`src/logic/ppf_pkg.sv`:
```
/*
  package for the phase, fault and trigger control block of one pulse-width
  generator channel: register indices, field positions, reset values, modes.
  assumes a 16-bit register port with one-cycle read latency.
*/
package ppf_pkg;
  // ==========================================================================
  // register map (word index on the register port)
  localparam logic [2:0] ADDR_PHASE = 3'h0;
  localparam logic [2:0] ADDR_IOCTL = 3'h1;
  localparam logic [2:0] ADDR_TRIG = 3'h2;
  localparam logic [2:0] ADDR_FAULT = 3'h3;
  localparam logic [2:0] ADDR_STRIG = 3'h4;
  localparam logic [2:0] ADDR_GENCTL = 3'h5;
  localparam logic [2:0] ADDR_STATUS = 3'h6;
  // ==========================================================================
  // reset values, local period limit and compare mask
  localparam logic [15:0] PHASE_RST = 16'h0000;
  localparam logic [15:0] IOCTL_RST = 16'h0000;
  localparam logic [15:0] TRIG_RST = 16'h0000;
  localparam logic [15:0] FAULT_RST = 16'h0003;
  localparam logic [15:0] GENCTL_RST = 16'h0000;
  localparam logic [15:0] LOCAL_PERIOD_MAX = 16'hFFF8;
  localparam logic [15:0] TRIG_MASK = 16'hFFF8;
  // ==========================================================================
  // field positions, input counts and fault source code range
  localparam int IO_MODE_LO = 10;
  localparam int IO_CURRENT_LIMIT_DATA_HI = 3;
  localparam int IO_CURRENT_LIMIT_DATA_LO = 2;
  localparam int IO_SWAP = 1;
  localparam int IO_OVERRIDE_SYNC = 0;
  localparam int IO_OVR_EN_H = 9;
  localparam int IO_OVR_EN_L = 8;
  localparam int IO_OVERRIDE_DATA_H = 7;
  localparam int IO_OVERRIDE_DATA_L = 6;
  localparam int IO_FLTDAT_H = 5;
  localparam int IO_FLTDAT_L = 4;
  localparam int FC_INDEP = 15;
  localparam int FC_CLEN = 8;
  localparam int FC_SRC_LO = 3;
  localparam int FC_POL = 2;
  localparam int GC_ITB = 9;
  localparam int GC_IUE = 0;
  localparam int GC_HIGH_SIDE_POLARITY = 1;
  localparam int GC_POLL = 2;
  localparam int GC_CLR_LATCH = 3;
  localparam int NUM_FAULT = 12;
  localparam int NUM_CMP = 4;
  localparam logic [4:0] SRC_FIRST = 5'h01;
  localparam logic [4:0] SRC_LAST = 5'h10;
  // ==========================================================================
  // enumerations and the output pair type
  typedef enum logic [1:0] {
    MODE_COMPL = 2'b00,
    MODE_REDUN = 2'b01,
    MODE_PUSHPULL = 2'b10,
    MODE_INDEP = 2'b11
  } ppf_outmode_t;
  typedef enum logic [1:0] {
    FLT_LATCHED = 2'b00,
    FLT_CYCLE = 2'b01,
    FLT_RESERVED = 2'b10,
    FLT_OFF = 2'b11
  } ppf_fltmode_t;
  typedef struct packed {
    logic high;
    logic low;
  } ppf_pair_t;
endpackage

```
`src/logic/ppf_channel.sv`:
```
/*
  phase, fault and trigger control of one pulse-width generator channel.
  assumes pulse-width generator signals and time base on sys_clk; fault and
  comparator inputs are asynchronous and are synchronised here.
*/
`timescale 1ns/1ns
module ppf_channel #(
  parameter int DW = 16
) (
  input wire logic sys_clk,
  input wire logic resetn,
  input wire logic [2:0] regAddr,
  input wire logic [DW-1:0] regWdata,
  input wire logic regWr,
  input wire logic regRd,
  output logic [DW-1:0] regRdata,
  input wire logic moduleEnable,
  input wire logic [DW-1:0] masterPeriod,
  input wire logic masterBoundary,
  input wire ppf_pkg::ppf_pair_t genRaw,
  input wire logic [ppf_pkg::NUM_FAULT-1:0] faultPins,
  input wire logic [ppf_pkg::NUM_CMP-1:0] cmpOuts,
  input wire logic currentLimit,
  output ppf_pkg::ppf_pair_t pinOut,
  output logic [DW-1:0] phaseHigh,
  output logic [DW-1:0] phaseLow,
  output logic [DW-1:0] localPeriod,
  output logic localBoundary,
  output logic adcTrigger,
  output logic trigIrq
);
  // ==========================================================================
  // registers
  logic [DW-1:0] phase_ff, phaseAct_ff, ioctl_ff, trig_ff, strig_ff, fault_ff, genctl_ff;
  logic [DW-1:0] tb_ff;
  logic [15:0] syncA_ff, syncB_ff;
  logic fltLatch_ff, fltForce_ff;
  ppf_pkg::ppf_pair_t ovrAct_ff, ovrEnAct_ff;
  logic independent_time_base_select, immediate_update, boundary, srcRaw, srcValid, srcActive, clrLatch;
  ppf_pkg::ppf_outmode_t omode;
  ppf_pkg::ppf_fltmode_t fmode;
  logic [4:0] src;
  logic [DW-1:0] phaseClip;
  ppf_pkg::ppf_pair_t swapped, shaped, nxt_pin;

  assign independent_time_base_select = genctl_ff[ppf_pkg::GC_ITB];
  assign immediate_update = genctl_ff[ppf_pkg::GC_IUE];
  assign omode = ppf_pkg::ppf_outmode_t'(ioctl_ff[ppf_pkg::IO_MODE_LO+1:ppf_pkg::IO_MODE_LO]);
  assign fmode = ppf_pkg::ppf_fltmode_t'(fault_ff[1:0]);
  assign src = fault_ff[ppf_pkg::FC_SRC_LO+4:ppf_pkg::FC_SRC_LO];
  assign clrLatch = regWr && regAddr == ppf_pkg::ADDR_GENCTL && regWdata[ppf_pkg::GC_CLR_LATCH];
  // local period limit when used as period
  assign phaseClip = (regWdata > ppf_pkg::LOCAL_PERIOD_MAX) ? ppf_pkg::LOCAL_PERIOD_MAX : regWdata;

  // ==========================================================================
  // register writes
  always_ff @(posedge sys_clk) begin
    if (!resetn) begin
      phase_ff <= ppf_pkg::PHASE_RST;
      ioctl_ff <= ppf_pkg::IOCTL_RST;
      trig_ff <= ppf_pkg::TRIG_RST;
      strig_ff <= ppf_pkg::TRIG_RST;
      fault_ff <= ppf_pkg::FAULT_RST;
      genctl_ff <= ppf_pkg::GENCTL_RST;
    end else if (regWr) begin
      if (regAddr == ppf_pkg::ADDR_PHASE) begin
        phase_ff <= independent_time_base_select ? phaseClip : regWdata;
      end else if (regAddr == ppf_pkg::ADDR_IOCTL) begin
        ioctl_ff <= regWdata;
      end else if (regAddr == ppf_pkg::ADDR_TRIG) begin
        trig_ff <= regWdata & ppf_pkg::TRIG_MASK;
      end else if (regAddr == ppf_pkg::ADDR_FAULT) begin
        fault_ff <= regWdata;
      end else if (regAddr == ppf_pkg::ADDR_STRIG) begin
        strig_ff <= regWdata & ppf_pkg::TRIG_MASK;
      end else if (regAddr == ppf_pkg::ADDR_GENCTL) begin
        genctl_ff <= regWdata & ~(DW'(1) << ppf_pkg::GC_CLR_LATCH);
      end
    end
  end

  // ==========================================================================
  // register reads, one cycle later
  always_ff @(posedge sys_clk) begin
    if (!resetn) begin
      regRdata <= '0;
    end else if (regRd) begin
      if (regAddr == ppf_pkg::ADDR_PHASE) begin
        regRdata <= phase_ff;
      end else if (regAddr == ppf_pkg::ADDR_IOCTL) begin
        regRdata <= ioctl_ff;
      end else if (regAddr == ppf_pkg::ADDR_TRIG) begin
        regRdata <= trig_ff;
      end else if (regAddr == ppf_pkg::ADDR_FAULT) begin
        regRdata <= fault_ff;
      end else if (regAddr == ppf_pkg::ADDR_STRIG) begin
        regRdata <= strig_ff;
      end else if (regAddr == ppf_pkg::ADDR_GENCTL) begin
        regRdata <= genctl_ff;
      end else if (regAddr == ppf_pkg::ADDR_STATUS) begin
        regRdata <= {13'h0000, fltForce_ff, fltLatch_ff, srcActive};
      end else begin
        regRdata <= '0;
      end
    end else begin
      regRdata <= '0;
    end
  end

  // ==========================================================================
  // local time base counter, runs only in independent time base mode
  always_ff @(posedge sys_clk) begin
    if (!resetn) begin
      tb_ff <= '0;
    end else if (!moduleEnable || !independent_time_base_select || tb_ff >= phaseAct_ff) begin
      tb_ff <= '0;
    end else begin
      tb_ff <= tb_ff + DW'(1);
    end
  end
  assign localBoundary = moduleEnable && independent_time_base_select && tb_ff >= phaseAct_ff;
  assign boundary = independent_time_base_select ? localBoundary : masterBoundary;

  // active phase/period copy: immediate, at the time base boundary, or every clock while the module is disabled
  always_ff @(posedge sys_clk) begin
    if (!resetn) begin
      phaseAct_ff <= ppf_pkg::PHASE_RST;
    end else if (immediate_update || boundary || !moduleEnable) begin
      phaseAct_ff <= phase_ff;
    end
  end

  // offset limited to the master period when used as phase
  always_comb begin
    localPeriod = independent_time_base_select ? phaseAct_ff : masterPeriod;
    phaseHigh = (!independent_time_base_select && phaseAct_ff > masterPeriod) ? masterPeriod : phaseAct_ff;
    phaseLow = (omode == ppf_pkg::MODE_INDEP) ? '0 : phaseHigh;
  end

  // ==========================================================================
  // trigger compares, local time base only
  assign adcTrigger = independent_time_base_select && moduleEnable &&
                      (tb_ff == trig_ff || tb_ff == strig_ff);
  assign trigIrq = independent_time_base_select && moduleEnable && tb_ff == trig_ff;

  // ==========================================================================
  // two-stage synchronisers for fault pins and comparator outputs
  always_ff @(posedge sys_clk) begin
    if (!resetn) begin
      syncA_ff <= '0;
      syncB_ff <= '0;
    end else begin
      syncA_ff <= {cmpOuts, faultPins};
      syncB_ff <= syncA_ff;
    end
  end

  // fault source select and polarity
  always_comb begin
    srcValid = src >= ppf_pkg::SRC_FIRST && src <= ppf_pkg::SRC_LAST;
    srcRaw = srcValid ? syncB_ff[4'(src - 5'h01)] : 1'b0;
    srcActive = srcValid && (fault_ff[ppf_pkg::FC_POL] ? !srcRaw : srcRaw);
  end

  // latched flag: set wins over clear
  always_ff @(posedge sys_clk) begin
    if (!resetn) begin
      fltLatch_ff <= 1'b0;
    end else if (fmode == ppf_pkg::FLT_LATCHED && srcActive) begin
      fltLatch_ff <= 1'b1;
    end else if (clrLatch || fmode != ppf_pkg::FLT_LATCHED) begin
      fltLatch_ff <= 1'b0;
    end
  end

  // force state per mode
  always_ff @(posedge sys_clk) begin
    if (!resetn) begin
      fltForce_ff <= 1'b0;
    end else if (fmode == ppf_pkg::FLT_CYCLE) begin
      if (srcActive) begin
        fltForce_ff <= 1'b1;
      end else if (boundary) begin
        fltForce_ff <= 1'b0;
      end
    end else if (fmode == ppf_pkg::FLT_LATCHED) begin
      fltForce_ff <= srcActive || fltLatch_ff;
    end else begin
      fltForce_ff <= 1'b0;
    end
  end

  // ==========================================================================
  // override data: applied at boundary when sync, else next clock
  always_ff @(posedge sys_clk) begin
    if (!resetn) begin
      ovrAct_ff <= '0;
      ovrEnAct_ff <= '0;
    end else if (!ioctl_ff[ppf_pkg::IO_OVERRIDE_SYNC] || boundary) begin
      ovrAct_ff <= {ioctl_ff[ppf_pkg::IO_OVERRIDE_DATA_H], ioctl_ff[ppf_pkg::IO_OVERRIDE_DATA_L]};
      ovrEnAct_ff <= {ioctl_ff[ppf_pkg::IO_OVR_EN_H], ioctl_ff[ppf_pkg::IO_OVR_EN_L]};
    end
  end

  // output priority: fault, current limit, override, generator after swap; polarity
  always_comb begin
    swapped = ioctl_ff[ppf_pkg::IO_SWAP] ? ppf_pkg::ppf_pair_t'({genRaw.low, genRaw.high}) : genRaw;
    shaped.high = ovrEnAct_ff.high ? ovrAct_ff.high : swapped.high;
    shaped.low = ovrEnAct_ff.low ? ovrAct_ff.low : swapped.low;
    if (fltForce_ff) begin
      shaped = {ioctl_ff[ppf_pkg::IO_FLTDAT_H], ioctl_ff[ppf_pkg::IO_FLTDAT_L]};
    end else if (currentLimit && fault_ff[ppf_pkg::FC_CLEN] && !fault_ff[ppf_pkg::FC_INDEP]) begin
      shaped = {ioctl_ff[ppf_pkg::IO_CURRENT_LIMIT_DATA_HI], ioctl_ff[ppf_pkg::IO_CURRENT_LIMIT_DATA_LO]};
    end
    nxt_pin.high = shaped.high ^ genctl_ff[ppf_pkg::GC_HIGH_SIDE_POLARITY];
    nxt_pin.low = shaped.low ^ genctl_ff[ppf_pkg::GC_POLL];
  end

  always_ff @(posedge sys_clk) begin
    if (!resetn) begin
      pinOut <= '0;
    end else begin
      pinOut <= nxt_pin;
    end
  end

  // ==========================================================================
  // checks

  // compare registers keep their low bits at zero
  chk_trig_low_zero: assert property (@(posedge sys_clk) disable iff (!resetn)
    trig_ff[2:0] == 3'h0 && strig_ff[2:0] == 3'h0)
    else $error("compare low bits not zero");
  // primary compare write keeps the upper thirteen bits
  chk_trig_write: assert property (@(posedge sys_clk) disable iff (!resetn)
    regWr && regAddr == ppf_pkg::ADDR_TRIG |=> trig_ff == ($past(regWdata) & ppf_pkg::TRIG_MASK))
    else $error("primary compare write lost");
  // secondary compare write keeps the upper thirteen bits
  chk_strig_write: assert property (@(posedge sys_clk) disable iff (!resetn)
    regWr && regAddr == ppf_pkg::ADDR_STRIG |=> strig_ff == ($past(regWdata) & ppf_pkg::TRIG_MASK))
    else $error("secondary compare write lost");

  // phase register meaning and limits
  chk_period_limit: assert property (@(posedge sys_clk) disable iff (!resetn)
    regWr && regAddr == ppf_pkg::ADDR_PHASE && independent_time_base_select |=> phase_ff <= ppf_pkg::LOCAL_PERIOD_MAX)
    else $error("local period over limit");
  chk_itb_period: assert property (@(posedge sys_clk) disable iff (!resetn)
    independent_time_base_select |-> localPeriod == phaseAct_ff)
    else $error("local period not from phase register");
  chk_indep_low: assert property (@(posedge sys_clk) disable iff (!resetn)
    omode == ppf_pkg::MODE_INDEP |-> phaseLow == '0)
    else $error("low phase in independent mode");
  chk_both_phase: assert property (@(posedge sys_clk) disable iff (!resetn)
    omode != ppf_pkg::MODE_INDEP |-> phaseLow == phaseHigh)
    else $error("phase not shared");
  chk_offset_range: assert property (@(posedge sys_clk) disable iff (!resetn)
    !independent_time_base_select |-> phaseHigh <= masterPeriod)
    else $error("offset beyond period");

  // update timing of the active phase copy
  chk_iue_take: assert property (@(posedge sys_clk) disable iff (!resetn)
    immediate_update |=> phaseAct_ff == $past(phase_ff))
    else $error("immediate update not taken");
  chk_hold_update: assert property (@(posedge sys_clk) disable iff (!resetn)
    !immediate_update && !boundary && moduleEnable |=> $stable(phaseAct_ff))
    else $error("phase changed off boundary");
  chk_boundary_wrap: assert property (@(posedge sys_clk) disable iff (!resetn)
    localBoundary |=> tb_ff == '0)
    else $error("local counter did not wrap");

  // converter triggers and interrupt
  chk_irq_primary: assert property (@(posedge sys_clk) disable iff (!resetn)
    independent_time_base_select && moduleEnable && tb_ff == trig_ff |-> trigIrq && adcTrigger)
    else $error("primary match lost");
  chk_adc_second: assert property (@(posedge sys_clk) disable iff (!resetn)
    independent_time_base_select && moduleEnable && tb_ff == strig_ff |-> adcTrigger)
    else $error("secondary match lost");
  chk_strig_noirq: assert property (@(posedge sys_clk) disable iff (!resetn)
    trigIrq |-> tb_ff == trig_ff)
    else $error("irq without primary match");
  chk_no_master_trig: assert property (@(posedge sys_clk) disable iff (!resetn)
    !independent_time_base_select |-> !adcTrigger && !trigIrq)
    else $error("trigger without local time base");

  // fault source selection and polarity
  chk_src_reserved: assert property (@(posedge sys_clk) disable iff (!resetn)
    !srcValid |-> !srcActive)
    else $error("reserved source active");
  chk_pol_low: assert property (@(posedge sys_clk) disable iff (!resetn)
    srcValid && fault_ff[ppf_pkg::FC_POL] |-> srcActive == !srcRaw)
    else $error("active low source misread");

  // fault modes
  chk_flt_off: assert property (@(posedge sys_clk) disable iff (!resetn)
    fmode == ppf_pkg::FLT_OFF |=> !fltForce_ff)
    else $error("fault forced while disabled");
  chk_reserved_off: assert property (@(posedge sys_clk) disable iff (!resetn)
    fmode == ppf_pkg::FLT_RESERVED |=> !fltForce_ff)
    else $error("fault forced in reserved mode");
  chk_cycle_set: assert property (@(posedge sys_clk) disable iff (!resetn)
    fmode == ppf_pkg::FLT_CYCLE && srcActive |=> fltForce_ff)
    else $error("cycle fault not forced");
  chk_latch_set: assert property (@(posedge sys_clk) disable iff (!resetn)
    fmode == ppf_pkg::FLT_LATCHED && srcActive |=> fltLatch_ff)
    else $error("fault latch not set");
  chk_latch_hold: assert property (@(posedge sys_clk) disable iff (!resetn)
    fltLatch_ff && fmode == ppf_pkg::FLT_LATCHED && !clrLatch |=> fltForce_ff)
    else $error("latched fault released early");
  chk_cycle_hold: assert property (@(posedge sys_clk) disable iff (!resetn)
    fltForce_ff && fmode == ppf_pkg::FLT_CYCLE && !boundary && $stable(fault_ff) |=> fltForce_ff)
    else $error("cycle fault released off boundary");

  // pin levels under fault, current limit and override
  chk_fault_out: assert property (@(posedge sys_clk) disable iff (!resetn)
    fltForce_ff && $stable(genctl_ff) && $stable(ioctl_ff) |=> pinOut.high ==
    ($past(ioctl_ff[ppf_pkg::IO_FLTDAT_H]) ^ genctl_ff[ppf_pkg::GC_HIGH_SIDE_POLARITY]))
    else $error("fault data not driven");
  chk_limit_high: assert property (@(posedge sys_clk) disable iff (!resetn)
    !fltForce_ff && currentLimit && fault_ff[ppf_pkg::FC_CLEN] && !fault_ff[ppf_pkg::FC_INDEP] |=>
    pinOut.high == ($past(ioctl_ff[ppf_pkg::IO_CURRENT_LIMIT_DATA_HI]) ^ $past(genctl_ff[ppf_pkg::GC_HIGH_SIDE_POLARITY])))
    else $error("limit data high not driven");
  chk_limit_low: assert property (@(posedge sys_clk) disable iff (!resetn)
    !fltForce_ff && currentLimit && fault_ff[ppf_pkg::FC_CLEN] && !fault_ff[ppf_pkg::FC_INDEP] |=>
    pinOut.low == ($past(ioctl_ff[ppf_pkg::IO_CURRENT_LIMIT_DATA_LO]) ^ $past(genctl_ff[ppf_pkg::GC_POLL])))
    else $error("limit data low not driven");
  chk_override_sync_hold: assert property (@(posedge sys_clk) disable iff (!resetn)
    ioctl_ff[ppf_pkg::IO_OVERRIDE_SYNC] && !boundary |=> $stable(ovrAct_ff) && $stable(ovrEnAct_ff))
    else $error("synced override applied off boundary");

  // register port answers only in the cycle after a read
  chk_rdata_idle: assert property (@(posedge sys_clk) disable iff (!resetn)
    !regRd |=> regRdata == '0)
    else $error("read data without read strobe");
endmodule

```
`config.mk`:
```
export PLATFORM = sky130hd
export DESIGN_NAME = ppf_channel
export DESIGN_NICKNAME = d
export VERILOG_FILES = /design/src/logic/ppf_pkg.sv /design/src/logic/ppf_channel.sv
export SDC_FILE = /design/constraint.sdc
export NUM_CORES = 1
export LEC_CHECK = 0
export ABC_CLOCK_PERIOD_IN_PS = 2900
export BUFFER_PORTS_ARGS = -buffer_cell sky130_fd_sc_hd__buf_2
export CORE_MARGIN = 2
export CORE_UTILIZATION = 57
export DETAILED_ROUTE_END_ITERATION = 10
export PLACE_DENSITY = 0.87
export SKIP_LAST_GASP = 1
export SLEW_MARGIN = 20
export SYNTH_ARGS = -nofsm -noshare
export SYNTH_HDL_FRONTEND = slang
export SYNTH_SLANG_ARGS = --single-unit
```
`constraint.sdc`:
```
create_clock -name sys_clk -period 2.9 [get_ports sys_clk]
set_input_delay 0.29 -clock sys_clk [delete_from_list [all_inputs] [get_ports sys_clk]]
set_output_delay 0.29 -clock sys_clk [all_outputs]
set_load 0.05 [all_outputs]
```
==> results of run 1 <==
## flip-flops by register name (all words and copies together), names as in the netlist, 13 cells and up
signal       count
regRdata        16
syncB_ff        16
genctl_ff       15
tb_ff           16
phase_ff        16
strig_ff        13
fault_ff        16
ioctl_ff        16
phaseAct_ff     16
syncA_ff        16
trig_ff         13
## kinds of logic after synthesis
logic type               share of synthesized area
AO/OA/AOI/OAI                               0.1550
XOR/XNOR                                   0.04399
adder cells (fa/ha/maj)                    0.05142
buffers and inverters                      0.04671
flip-flops                                  0.4045
multiplexers                               0.08085
AND/OR/NAND/NOR                             0.2175
## power groups by stage
stage                     Combinational (W)  Sequential [W]  Clock, W
after floorplan                    0.000371         0.00259         0
after global placement             0.000574         0.00258         0
after detailed placement           0.000582         0.00258         0
after CTS                          0.000600         0.00253   0.00233
after global routing               0.000668         0.00253   0.00245
final                              0.000630         0.00253   0.00233
## path summary, 6_finish.rpt
check,startpoint,endpoint
setup / recovery,phaseAct_ff[13],phaseLow[4]
hold / removal,faultPins[8],syncA_ff[8]
setup reg to reg,phaseAct_ff[13],phaseAct_ff[5]
hold reg to reg,syncA_ff[11],syncB_ff[11]
## routing by layer
metal | wire length [um] | share of wire
met2 | 12500 | 0.48
met1 | 10090 | 0.39
met3 | 2454 | 0.094
met5 | 0 | 0
met4 | 1150 | 0.044
## area by class of cell
type                    instances  area [um^2]
inverters                      41        156.4
repair buffers                181         1391
flip-flops and latches        177         3553
clock buffers                  19        452.9
clock inverters                13        151.4
fillers                      1056         3916
well taps                     188        235.2
multi-input cells             771         5233
## critical path, cell delays in order (launching register included)
cell and delay [ns]:
sky130_fd_sc_hd__dfxtp_2 0.34, sky130_fd_sc_hd__ha_4 0.24, sky130_fd_sc_hd__a21o_1 0.15, sky130_fd_sc_hd__a21o_1 0.15
sky130_fd_sc_hd__a221o_1 0.35, sky130_fd_sc_hd__o31ai_4 0.37, sky130_fd_sc_hd__buf_12 0.21, sky130_fd_sc_hd__mux2i_4 0.28
sky130_fd_sc_hd__nor2b_4 0.22, sky130_fd_sc_hd__buf_8 0.16
## repair_timing
item                                    CTS  global route
resized for setup                        66            43
buffers inserted                          1            11
pin swaps                                 7             6
hold endpoints to repair                  0             0
endpoints found under the setup margin   33            33
## metrics by stage
| stage | power [W] | hold WS (ns) |
|---|---|---|
| 4_1_cts | 0.005459 | 0.05148 |
| 5_1_grt | 0.005648 | 0.05024 |
| 3_3_place_gp | 0.003152 | 0.4161 |
| 6_report | 0.005484 | 0.05751 |
| 2_1_floorplan | 0.002964 | 0.4119 |
| 3_5_place_dp | 0.003163 | 0.4169 |
## cells in the final DEF, fill, tap and decap left out, types with 7 or more instances in the layout
master,instances
sky130_fd_sc_hd__ha_1,31
sky130_fd_sc_hd__mux2i_1,31
sky130_fd_sc_hd__nor2b_1,7
sky130_fd_sc_hd__xor2_1,31
sky130_fd_sc_hd__clkbuf_16,17
sky130_fd_sc_hd__nor4_1,7
sky130_fd_sc_hd__buf_8,20
sky130_fd_sc_hd__nand4_1,15
sky130_fd_sc_hd__dfxtp_1,169
sky130_fd_sc_hd__dfxtp_2,8
sky130_fd_sc_hd__nand3_1,10
sky130_fd_sc_hd__nor2b_4,15
sky130_fd_sc_hd__o221ai_1,12
sky130_fd_sc_hd__a21boi_0,84
sky130_fd_sc_hd__o21ai_0,26
sky130_fd_sc_hd__nand2b_1,8
sky130_fd_sc_hd__nor2_1,63
sky130_fd_sc_hd__buf_2,94
sky130_fd_sc_hd__mux2i_4,15
sky130_fd_sc_hd__and2_1,38
sky130_fd_sc_hd__o22ai_1,11
sky130_fd_sc_hd__nand2_1,256
sky130_fd_sc_hd__mux2_2,13
sky130_fd_sc_hd__xnor2_1,13
sky130_fd_sc_hd__buf_6,18
sky130_fd_sc_hd__buf_4,44
sky130_fd_sc_hd__inv_1,39
sky130_fd_sc_hd__a21oi_1,26
==> metrics.yaml, run 1 <==
status:
  run_status: "complete, but fails checks"
  violations: "negative setup slack"
cts:
  tritoncts: "yes"
  cts_inserted_buffers: 17
  clkSlewWorstSetupHoldPaths_ns: 0.07
  clock_sink_count: 177
  root_buffer: "sky130_fd_sc_hd__clkbuf_16"
  cts_htree_levels: 4
  worstSkewPairLatency_ns: 0.43
  post_cts_hold_buffer_count: 0
  clock_path_buffers: 2
worst_setup_path:
  worstPathMaxFanout: 7
  worst_setup_path_start_kind: "register"
  reg2reg_depth: 11
  arrival_ns: 2.90
  critPathKind: "reg -> out"
  cp_data_required_time_ns: 2.61
  regToRegSetupSlack_ns: 0.26
  setup.worst_path.end_class: "output port"
synth:
  synthesis.yosys.warnings: 0
  synth.top_cells.by_area: "sky130_fd_sc_hd__dfxtp_1 40%, sky130_fd_sc_hd__nand2_1 11%, sky130_fd_sc_hd__a21boi_0 7.3%"
  syn_nets: 1148
  yosys-top-cells-count: "256 x sky130_fd_sc_hd__nand2_1, 177 x sky130_fd_sc_hd__dfxtp_1, 85 x sky130_fd_sc_hd__a21boi_0"
  synthDominantCellAreaShare: 0.4045
  yosys.cell_types.count: 49
  synth_edf_count: 0
  synth_top_area_cell: "sky130_fd_sc_hd__dfxtp_1"
  netlist_area_mm2: 0.008760
  synthCells: 1052
  primary_flip_flop_cell_chosen_by_synthesis_mapping: "sky130_fd_sc_hd__dfxtp_1"
  synthesis.area_per_instance_um2: 8.327
  postSynthRegisterBits: 177
  synth.most_common_cell: "sky130_fd_sc_hd__nand2_1"
  ys_async_sr_fraction: 0
  synth.yosys.seq_area_share: 0.4045
power_and_ir_drop:
  irDropWorstVdd_uv: 481.8
  internal_power_w: 0.004051
  switching_part_of_the_total: 0.2612
  total_leakage_power_nw: 4.495
  power.net_switching_w: 0.001432
  power.clock.fraction: 0.424
  power_per_cell_area_mw_per_mm2: 490.8
  share_of_power_burned_in_registers: 0.461
  combinationalPowerShare: 0.115
detailed_routing:
  detail_route.drc_violations: 0
  drt-pass1-iter-count: 7
  vias_per_cell: 5.871
  drt_wl_total_mm: 26.20
  routedWlPerCell_um: 18.85
  ant_nets: 0
  first_iter_violations: 857
  num_vias: 8160
global_route:
  global_route.usage.met3: 0.06511
  grt_use_total: 0.3138
  met2_usage: 0.5253
  grt_use_met1: 0.3869
  globalRoute.busiestLayer: "met2"
  first_global_vias: 7821
  largest_net_degree_at_the_start_of_global_routing: 167
  grt_overflow: 0
  grt_antenna_before_repair: 0
  grt_pass1_wl_mm: 40.38
sta:
  setup_repair_after_global_routing_missed_its_margin: "yes"
  max_slew_margin: 0.4461
  setup_violating_endpoint_count_in_the_final_report: 32
  setup_tns_ns: -5.928
  max_clock_freq_mhz: 313.3
  post-route-min-period_ns: 3.191
  final.period_utilization: 1.100
  hold_viol: 0
  worst-slew-pin-transition_ns: 0.8232
  final-max-slew-violation-count: 0
  final.setup.worst_slack_ns: -0.2914
  fin_worst_skew_ns: 0.008687
placement:
  dp_cell_count: 1346
  placed_area_mm2: 0.01010
  detailed_place_hpwl_mm: 17.99
  io_buffers: 128
  place.gp.congestion: 0.8980
  dp_worst_setup_slack_ns: -0.02474
job:
  cap_viol_max_count: 0
floorplanning:
  core_area_mm2: 0.01509
  die_height_um: 128.0
  top_level_ports: 129
  placement_rows: 45
  starting_density: 0.5805
  fp.dieW_um: 128.0
  floorplan.die_area_mm2: 0.01638
min_path:
  hold_class: "in -> reg"
  hold_path_depth: 2
finish:
  layout_cell_share_with_drive_strength_beyond_1: 0.2371
  design_area_mm2: 0.01117
  layout_area_growth_over_synthesis_pct: 27.55
  post-route-util: 0.7405
  final_nets: 1285
  layoutNonFillerInstCount: 1390
  final_antenna_diode_count: 0
Note: power is estimated with default switching activity, not from simulation.
==> inputs of run 2 (changes only) <==
--- a/config.mk
+++ b/config.mk
@@ -5,6 +5,7 @@
 export SDC_FILE = /design/constraint.sdc
 export NUM_CORES = 1
 export LEC_CHECK = 0
+export ABC_AREA = 1
 export ABC_CLOCK_PERIOD_IN_PS = 2900
 export BUFFER_PORTS_ARGS = -buffer_cell sky130_fd_sc_hd__buf_2
 export CORE_MARGIN = 2
==> run 2 against run 1 <==
  * The run now ends clean
  * Cell count grew 7.6%
  * Via count grew 4.4%
  * Combinational power grew 14%
  * Synthesized area shrank 2.4%
  * Die area shrank 2.3%
  * Worst setup slack gained 0.38 ns
  * Synthesized cell count grew 13%
  * Critical endpoint is now phaseLow[14]
==> metrics.yaml, run 2 <==
synth:
  synthDominantCellAreaShare: 0.4143  # +0.009824
  synth_top_area_cell: "sky130_fd_sc_hd__dfxtp_1"
  synthCells: 1184  # +13%
  synthesis.area_per_instance_um2: 7.223  # -13%
  synth.most_common_cell: "sky130_fd_sc_hd__nand2_1"
  yosys-top-cells-count: "198 x sky130_fd_sc_hd__nand2_1, 183 x sky130_fd_sc_hd__inv_1, 177 x sky130_fd_sc_hd__dfxtp_1"
  netlist_area_mm2: 0.008552  # -2.4%
  yosys.cell_types.count: 43  # -12%
  synthesis.yosys.warnings: 0  # unchanged
  primary_flip_flop_cell_chosen_by_synthesis_mapping: "sky130_fd_sc_hd__dfxtp_1"
  synth.yosys.seq_area_share: 0.4143  # +0.009824
  syn_nets: 1280  # +11%
  ys_async_sr_fraction: 0  # unchanged
  synth_edf_count: 0  # unchanged
  synth.top_cells.by_area: "sky130_fd_sc_hd__dfxtp_1 41%, sky130_fd_sc_hd__a21oi_1 9.2%, sky130_fd_sc_hd__nand2_1 8.7%"
  postSynthRegisterBits: 177  # unchanged
worst_setup_path:
  worstPathMaxFanout: 12  # +5
  worst_setup_path_start_kind: "register"
  reg_to_reg_end: "tb_ff[10]"
  critPathKind: "reg -> out"
  reg2reg_depth: 14  # +3
  setup.worst_path.end_class: "output port"
  regToRegSetupSlack_ns: 0.47  # +0.21 ns
  cp_data_required_time_ns: 2.61  # about the same
  arrival_ns: 2.52  # -0.38 ns
  worst_r2r_startpoint: "phaseAct_ff[2]"
detailed_routing:
  vias_per_cell: 5.696  # -3.0%
  routedWlPerCell_um: 16.32  # -13%
  drt_wl_total_mm: 24.41  # -6.8%
  drt-pass1-iter-count: 6  # -1
  ant_nets: 0  # unchanged
  num_vias: 8516  # +4.4%
  detail_route.drc_violations: 0  # unchanged
  first_iter_violations: 885  # +3.3%
placement:
  placed_area_mm2: 0.009339  # -7.5%
  detailed_place_hpwl_mm: 18.21  # +1.2%
  io_buffers: 128  # unchanged
  place.gp.congestion: 0.9338  # +4.0%
min_path:
  hold_class: "in -> reg"
  timing.hold.worst_endpoint: "syncA_ff[12]"
  hold_crit_start: "cmpOuts[0]"
  hold_path_depth: 3  # +1
finish:
  most_used_cells_in_the_layout_excluding_fill_and_tap_cells: "197 x sky130_fd_sc_hd__nand2_1, 183 x sky130_fd_sc_hd__inv_1, 174 x sky130_fd_sc_hd__dfxtp_1"
  layout.cells.most_common: "sky130_fd_sc_hd__nand2_1"
  final_nets: 1392  # +8.3%
  layout_cell_share_with_drive_strength_beyond_1: 0.1650  # -0.07209
  design_area_mm2: 0.009990  # -11%
  layout_area_growth_over_synthesis_pct: 16.81
cts:
  tritoncts: "yes"
  post_cts_hold_buffer_count: 0  # unchanged
  clock_sink_count: 177  # unchanged
  worstSkewPairLatency_ns: 0.44  # about the same
  clock_path_buffers: 2  # unchanged
  clkSlewWorstSetupHoldPaths_ns: 0.07  # about the same
  root_buffer: "sky130_fd_sc_hd__clkbuf_16"
  cts_htree_levels: 4  # unchanged
  cts_inserted_buffers: 17  # unchanged
global_route:
  first_global_vias: 7514  # -3.9%
  grt_pass1_wl_mm: 37.78  # -6.4%
  largest_net_degree_at_the_start_of_global_routing: 100  # -40%
  grt_overflow: 0  # unchanged
  grt_use_total: 0.2992  # -0.01458
  grt_antenna_before_repair: 1  # +1
sta:
  hold_viol: 0  # unchanged
  final-max-slew-violation-count: 0  # unchanged
  max_clock_freq_mhz: 356.1  # +14%
  post-route-min-period_ns: 2.808  # -0.3833 ns
  setup_tns_ns: 0  # +5.928 ns
  worst-slew-pin-transition_ns: 0.7774  # -0.04581 ns
  max_slew_margin: 0.4805  # +0.03435
  setup_repair_after_global_routing_missed_its_margin: "yes"
  setup_violating_endpoint_count_in_the_final_report: 0  # -100%
  final.period_utilization: 0.9683  # -0.1322
  fin_worst_skew_ns: 0.009009  # +0.0003219 ns
floorplanning:
  floorplan.die_area_mm2: 0.01600  # -2.3%
  placement_rows: 44  # -2.2%
  core_area_mm2: 0.01459  # -3.3%
  top_level_ports: 129  # unchanged
  fp.dieW_um: 126.5  # -1.2%
  die_height_um: 126.5  # -1.2%
  starting_density: 0.5862  # +0.005678
status:
  run_status: "complete, no violations"
power_and_ir_drop:
  total_leakage_power_nw: 4.875  # +8.5%
  power_per_cell_area_mw_per_mm2: 552.3  # +13%
  irDropWorstVdd_uv: 440.5  # -8.6%
job:
  cap_viol_max_count: 0  # unchanged
-- run 2: routing by layer --
metal,wire (um),vias up,GRT usage
li1,-,4123,-
met1,9768,3849,0.3875
met2,11180,461,0.4797
met3,2330,83,0.06242
met4,1126,0,0.1416
met5,0,-,0
-- run 2: where the power goes --
group,internal (W),switching (W)
clock network,0.00117,0.00107
logic,0.000203,0.000515
registers,0.00251,0.0000507
total,0.00388,0.00164
-- run 2: area by class of cell --
cell class	count	area [um^2]
Fill cell	1159	4599
Multi-Input combinational cell	755	4034
Sequential cell	177	3547
Timing Repair Buffer	148	852.1
Inverter	197	739.5
Clock buffer	19	442.9
Tap cell	184	230.2
Clock inverter	13	138.9
Antenna cell	2	5.005
-- run 2: metrics by stage --
stage / std cells / total power [W] / hold slack [ns] / utilization / setup WS, ns
global route: 1493 / 0.005704 / 0.01894 / 0.6844 / -0.04873
floorplan: 1184 / 0.003094 / 0.3876 / - / 0.5130
detailed placement: 1461 / 0.003306 / 0.3959 / 0.6401 / 0.3729
finish: 1495 / 0.005517 / 0.02455 / 0.6847 / 0.09186
CTS: 1493 / 0.005505 / 0.01992 / 0.6802 / 0.06749
global placement: 1461 / 0.003291 / 0.3937 / 0.6401 / 0.3834
-- run 2: timing repair --
| action | in CTS | in global routing |
|---|---|---|
| buffers inserted | 0 | 0 |
| setup endpoints to repair | 3 | 28 |
| pin swaps | 0 | 0 |
| gates resized for setup | 1 | 36 |
| hold endpoints to repair | 0 | 0 |
-- run 2: worst max path at each step --
stage                      from      endpoint  slack, ns  cells past startpoint
2_1_floorplan   masterPeriod[7]  phaseLow[10]       0.51                     11
3_3_place_gp   masterPeriod[15]  phaseLow[13]       0.38                     17
3_5_place_dp   masterPeriod[15]  phaseLow[13]       0.37                     17
4_1_cts          phaseAct_ff[3]  phaseLow[11]       0.07                     12
5_1_grt         phaseAct_ff[15]  phaseLow[13]      -0.05                     15
6_report         phaseAct_ff[7]  phaseLow[14]       0.09                     12
-- run 2: cell families after synthesis --
kind of cell,Yosys count,synth area share
compound gates,357,0.2212
simple gates,344,0.1781
buf+inv,252,0.1153
flops,177,0.4143
fa+ha+maj,36,0.05267
xor+xnor,18,0.01843
-- run 2: critical path, stage by stage (launching register included) --
cell and delay, ns:
sky130_fd_sc_hd__dfxtp_1 0.42, sky130_fd_sc_hd__ha_1 0.29, sky130_fd_sc_hd__a21oi_1 0.14, sky130_fd_sc_hd__o21ai_1 0.08, sky130_fd_sc_hd__o21bai_1 0.15, sky130_fd_sc_hd__nand2_1 0.07, sky130_fd_sc_hd__nand4_1 0.14, sky130_fd_sc_hd__nand2_4 0.16
sky130_fd_sc_hd__buf_4 0.19, sky130_fd_sc_hd__nand2_1 0.06, sky130_fd_sc_hd__o21ai_1 0.11, sky130_fd_sc_hd__nor2_1 0.06, sky130_fd_sc_hd__buf_4 0.21
==> inputs of run 3 (changes only) <==
--- a/config.mk
+++ b/config.mk
@@ -6,7 +6,7 @@
 export NUM_CORES = 1
 export LEC_CHECK = 0
 export ABC_AREA = 1
-export ABC_CLOCK_PERIOD_IN_PS = 2900
+export ABC_CLOCK_PERIOD_IN_PS = 2700
 export BUFFER_PORTS_ARGS = -buffer_cell sky130_fd_sc_hd__buf_2
 export CORE_MARGIN = 2
 export CORE_UTILIZATION = 57
==> constraint.sdc (replaced) <==
create_clock -name sys_clk -period 2.7 [get_ports sys_clk]
set_input_delay 0.27 -clock sys_clk [delete_from_list [all_inputs] [get_ports sys_clk]]
set_output_delay 0.27 -clock sys_clk [all_outputs]
set_load 0.05 [all_outputs]
==> run 3 against run 2 <==
  * Critical path type unchanged
  * The flow now finishes with violations (negative setup slack)
  * Sequential power up 7%
  * First-iteration DRC count grew 30%
  * Critical path depth unchanged
==> metrics.yaml, run 3 (same netlist as run 2, synthesis figures left out) <==
detailed_routing:
  first_iter_violations: 1152  # +30%
  drt_wl_total_mm: 27.32  # +12%
  detail_route.drc_violations: 0  # unchanged
  routedWlPerCell_um: 18.25  # +12%
  vias_per_cell: 6.075  # +6.6%
  drt-pass1-iter-count: 6  # unchanged
  ant_nets: 0  # unchanged
  num_vias: 9094  # +6.8%
min_path:
  hold_path_depth: 3  # unchanged
  hold_crit_start: "faultPins[6]"
  timing.hold.worst_endpoint: "syncA_ff[6]"
  hold_class: "in -> reg"
finish:
  most_used_cells_in_the_layout_excluding_fill_and_tap_cells: "180 x sky130_fd_sc_hd__nand2_1, 179 x sky130_fd_sc_hd__inv_1, 166 x sky130_fd_sc_hd__dfxtp_1"
  layout_cell_share_with_drive_strength_beyond_1: 0.2171  # +0.05205
  layoutNonFillerInstCount: 1497  # +0.13%
  multi_input_area_mm2: 0.004347  # +7.8%
  final_antenna_diode_count: 0  # -2
  layout_area_growth_over_synthesis_pct: 22.52
  layout.cells.most_common: "sky130_fd_sc_hd__nand2_1"
  design_area_mm2: 0.01048  # +4.9%
  layout.filler_cells: 1058  # -8.7%
  final_nets: 1396  # +0.29%
  sequential_cell_area_mm2: 0.003565  # +0.49%
status:
  violations: "negative setup slack"
  run_status: "complete, but fails checks"
sta:
  final.setup.worst_slack_ns: -0.06027  # -0.1521 ns
  hold_viol: 0  # unchanged
  setup_violating_endpoint_count_in_the_final_report: 12  # +12
  final-max-slew-violation-count: 0  # unchanged
  final.period_utilization: 1.022
  worst-slew-pin-transition_ns: 0.7681  # -0.009257 ns
  post-route-min-period_ns: 2.760
  max_slew_margin: 0.4867  # +0.006186
  setup_repair_after_global_routing_missed_its_margin: "yes"
  fin_worst_skew_ns: 0.01006  # +0.001056 ns
  fin_hold_ws_ns: 0.009589  # -0.01497 ns
  max_clock_freq_mhz: 362.3
power_and_ir_drop:
  share_of_power_burned_in_registers: 0.455  # -0.009
  switching_part_of_the_total: 0.3031  # +0.006600
  combinationalPowerShare: 0.143  # +0.013
  power.clock.fraction: 0.401  # -0.005
  power_per_cell_area_mw_per_mm2: 576.1  # +4.3%
  irDropWorstVdd_uv: 510.3  # +16%
  power.net_switching_w: 0.001829  # +12%
  internal_power_w: 0.004207  # +8.4%
  total_leakage_power_nw: 4.933  # +1.2%
cts:
  cts_inserted_buffers: 17  # unchanged
  tritoncts: "yes"
  clkSlewWorstSetupHoldPaths_ns: 0.08  # about the same
  clock_path_buffers: 2  # unchanged
  clock_sink_count: 177  # unchanged
  worstSkewPairLatency_ns: 0.44  # about the same
  root_buffer: "sky130_fd_sc_hd__clkbuf_16"
  cts_htree_levels: 4  # unchanged
worst_setup_path:
  worst_r2r_startpoint: "phaseAct_ff[1]"
  reg2reg_depth: 15  # +1
  reg_to_reg_end: "phaseAct_ff[3]"
  cp_data_required_time_ns: 2.43  # -0.18 ns
  critPathKind: "reg -> out"
  regToRegSetupSlack_ns: 0.16  # -0.31 ns
  worst_setup_path_start_kind: "register"
  arrival_ns: 2.49  # -0.03 ns
  worstPathMaxFanout: 8  # -4
  setup.worst_path.end_class: "output port"
global_route:
  grt_pass1_wl_mm: 39.29  # +4.0%
  largest_net_degree_at_the_start_of_global_routing: 86  # -14%
  grt_antenna_before_repair: 1  # unchanged
  first_global_vias: 7823  # +4.1%
  grt_use_total: 0.3082  # +0.009020
  grt_overflow: 0  # unchanged
job:
  cap_viol_max_count: 0  # unchanged
placement:
  io_buffers: 128  # unchanged
  detailed_place_hpwl_mm: 17.92  # -1.6%
  placed_area_mm2: 0.009324  # -0.16%
  dp_cell_count: 1459  # -0.14%
  place.gp.congestion: 0.9614  # +3.0%
floorplanning:
  fp.dieW_um: 126.5  # unchanged
  top_level_ports: 129  # unchanged
  core_area_mm2: 0.01459  # unchanged
  floorplan.die_area_mm2: 0.01600  # unchanged
  placement_rows: 44  # unchanged
  starting_density: 0.5862  # unchanged
  die_height_um: 126.5  # unchanged
run 3: cell count changes in the layout (fill, tap and decap cells not counted), sizes merged:
cell,delta
clkinvlp,+3
clkinv,-2
diode,-2
buf,+3
run 3: power by group through the flow:
stage,registers [W],clock network [W],logic [W]
2_1_floorplan,0.00282,0,0.000507
3_3_place_gp,0.00280,0,0.000732
3_5_place_dp,0.00280,0,0.000745
4_1_cts,0.00275,0.00241,0.000755
5_1_grt,0.00276,0.00254,0.000924
6_report,0.00275,0.00242,0.000866
run 3: layout make-up:
type	instances	share of cell area
Clock inverter	14	0.01409
Multi-Input combinational cell	755	0.4149
Tap cell	184	0.02197
Inverter	197	0.07058
Sequential cell	177	0.3402
Clock buffer	18	0.04192
Timing Repair Buffer	152	0.09637
run 3: worst max-delay path by stage:
stage,from,to,cells after the start
2_1_floorplan,phaseAct_ff[7],phaseLow[10],10
3_3_place_gp,masterPeriod[3],phaseLow[11],14
3_5_place_dp,phaseAct_ff[3],phaseAct_ff[11],14
4_1_cts,phaseAct_ff[15],phaseLow[3],15
5_1_grt,phaseAct_ff[3],phaseHigh[13],12
6_report,phaseAct_ff[12],phaseHigh[13],12
run 3: worst max-delay path, cell delays in order, from the launching register on:
cell	delay, ns
sky130_fd_sc_hd__dfxtp_1	0.45
sky130_fd_sc_hd__ha_1	0.30
sky130_fd_sc_hd__nand3_2	0.10
sky130_fd_sc_hd__inv_2	0.05
sky130_fd_sc_hd__nand4_1	0.06
sky130_fd_sc_hd__inv_1	0.06
sky130_fd_sc_hd__a21oi_1	0.21
sky130_fd_sc_hd__nand2_4	0.14
sky130_fd_sc_hd__buf_12	0.18
sky130_fd_sc_hd__nand2_1	0.09
sky130_fd_sc_hd__o21ai_2	0.08
sky130_fd_sc_hd__inv_1	0.06
sky130_fd_sc_hd__buf_2	0.26
run 3: layer usage:
metal  vias up  global-route usage  part of all wire
li1       4131                   -                 -
met2       690              0.4888              0.46
met5         -                   0                 0
met1      4133              0.3918              0.37
met4         0              0.1584             0.058
met3       140             0.07423              0.12
run 3: repair_timing:
item / CTS / global route
hold buffers: 0 / 0
pin swaps: 0 / 12
endpoints found under the setup margin: 17 / 34
buffers inserted: 0 / 3
gates resized for setup: 1 / 161
gates cloned: 0 / 3
run 3: per-stage QoR:
step	power, W	utilization	setup slack (ns)	setup TNS [ns]
4_1_cts	0.005912	0.6794	0.0004348	0
6_report	0.006037	0.7182	-0.06027	-0.3291
5_1_grt	0.006224	0.7182	-0.1353	-2.876
3_3_place_gp	0.003534	0.6391	0.3998	0
3_5_place_dp	0.003550	0.6391	0.3809	0
2_1_floorplan	0.003323	-	0.3521	0
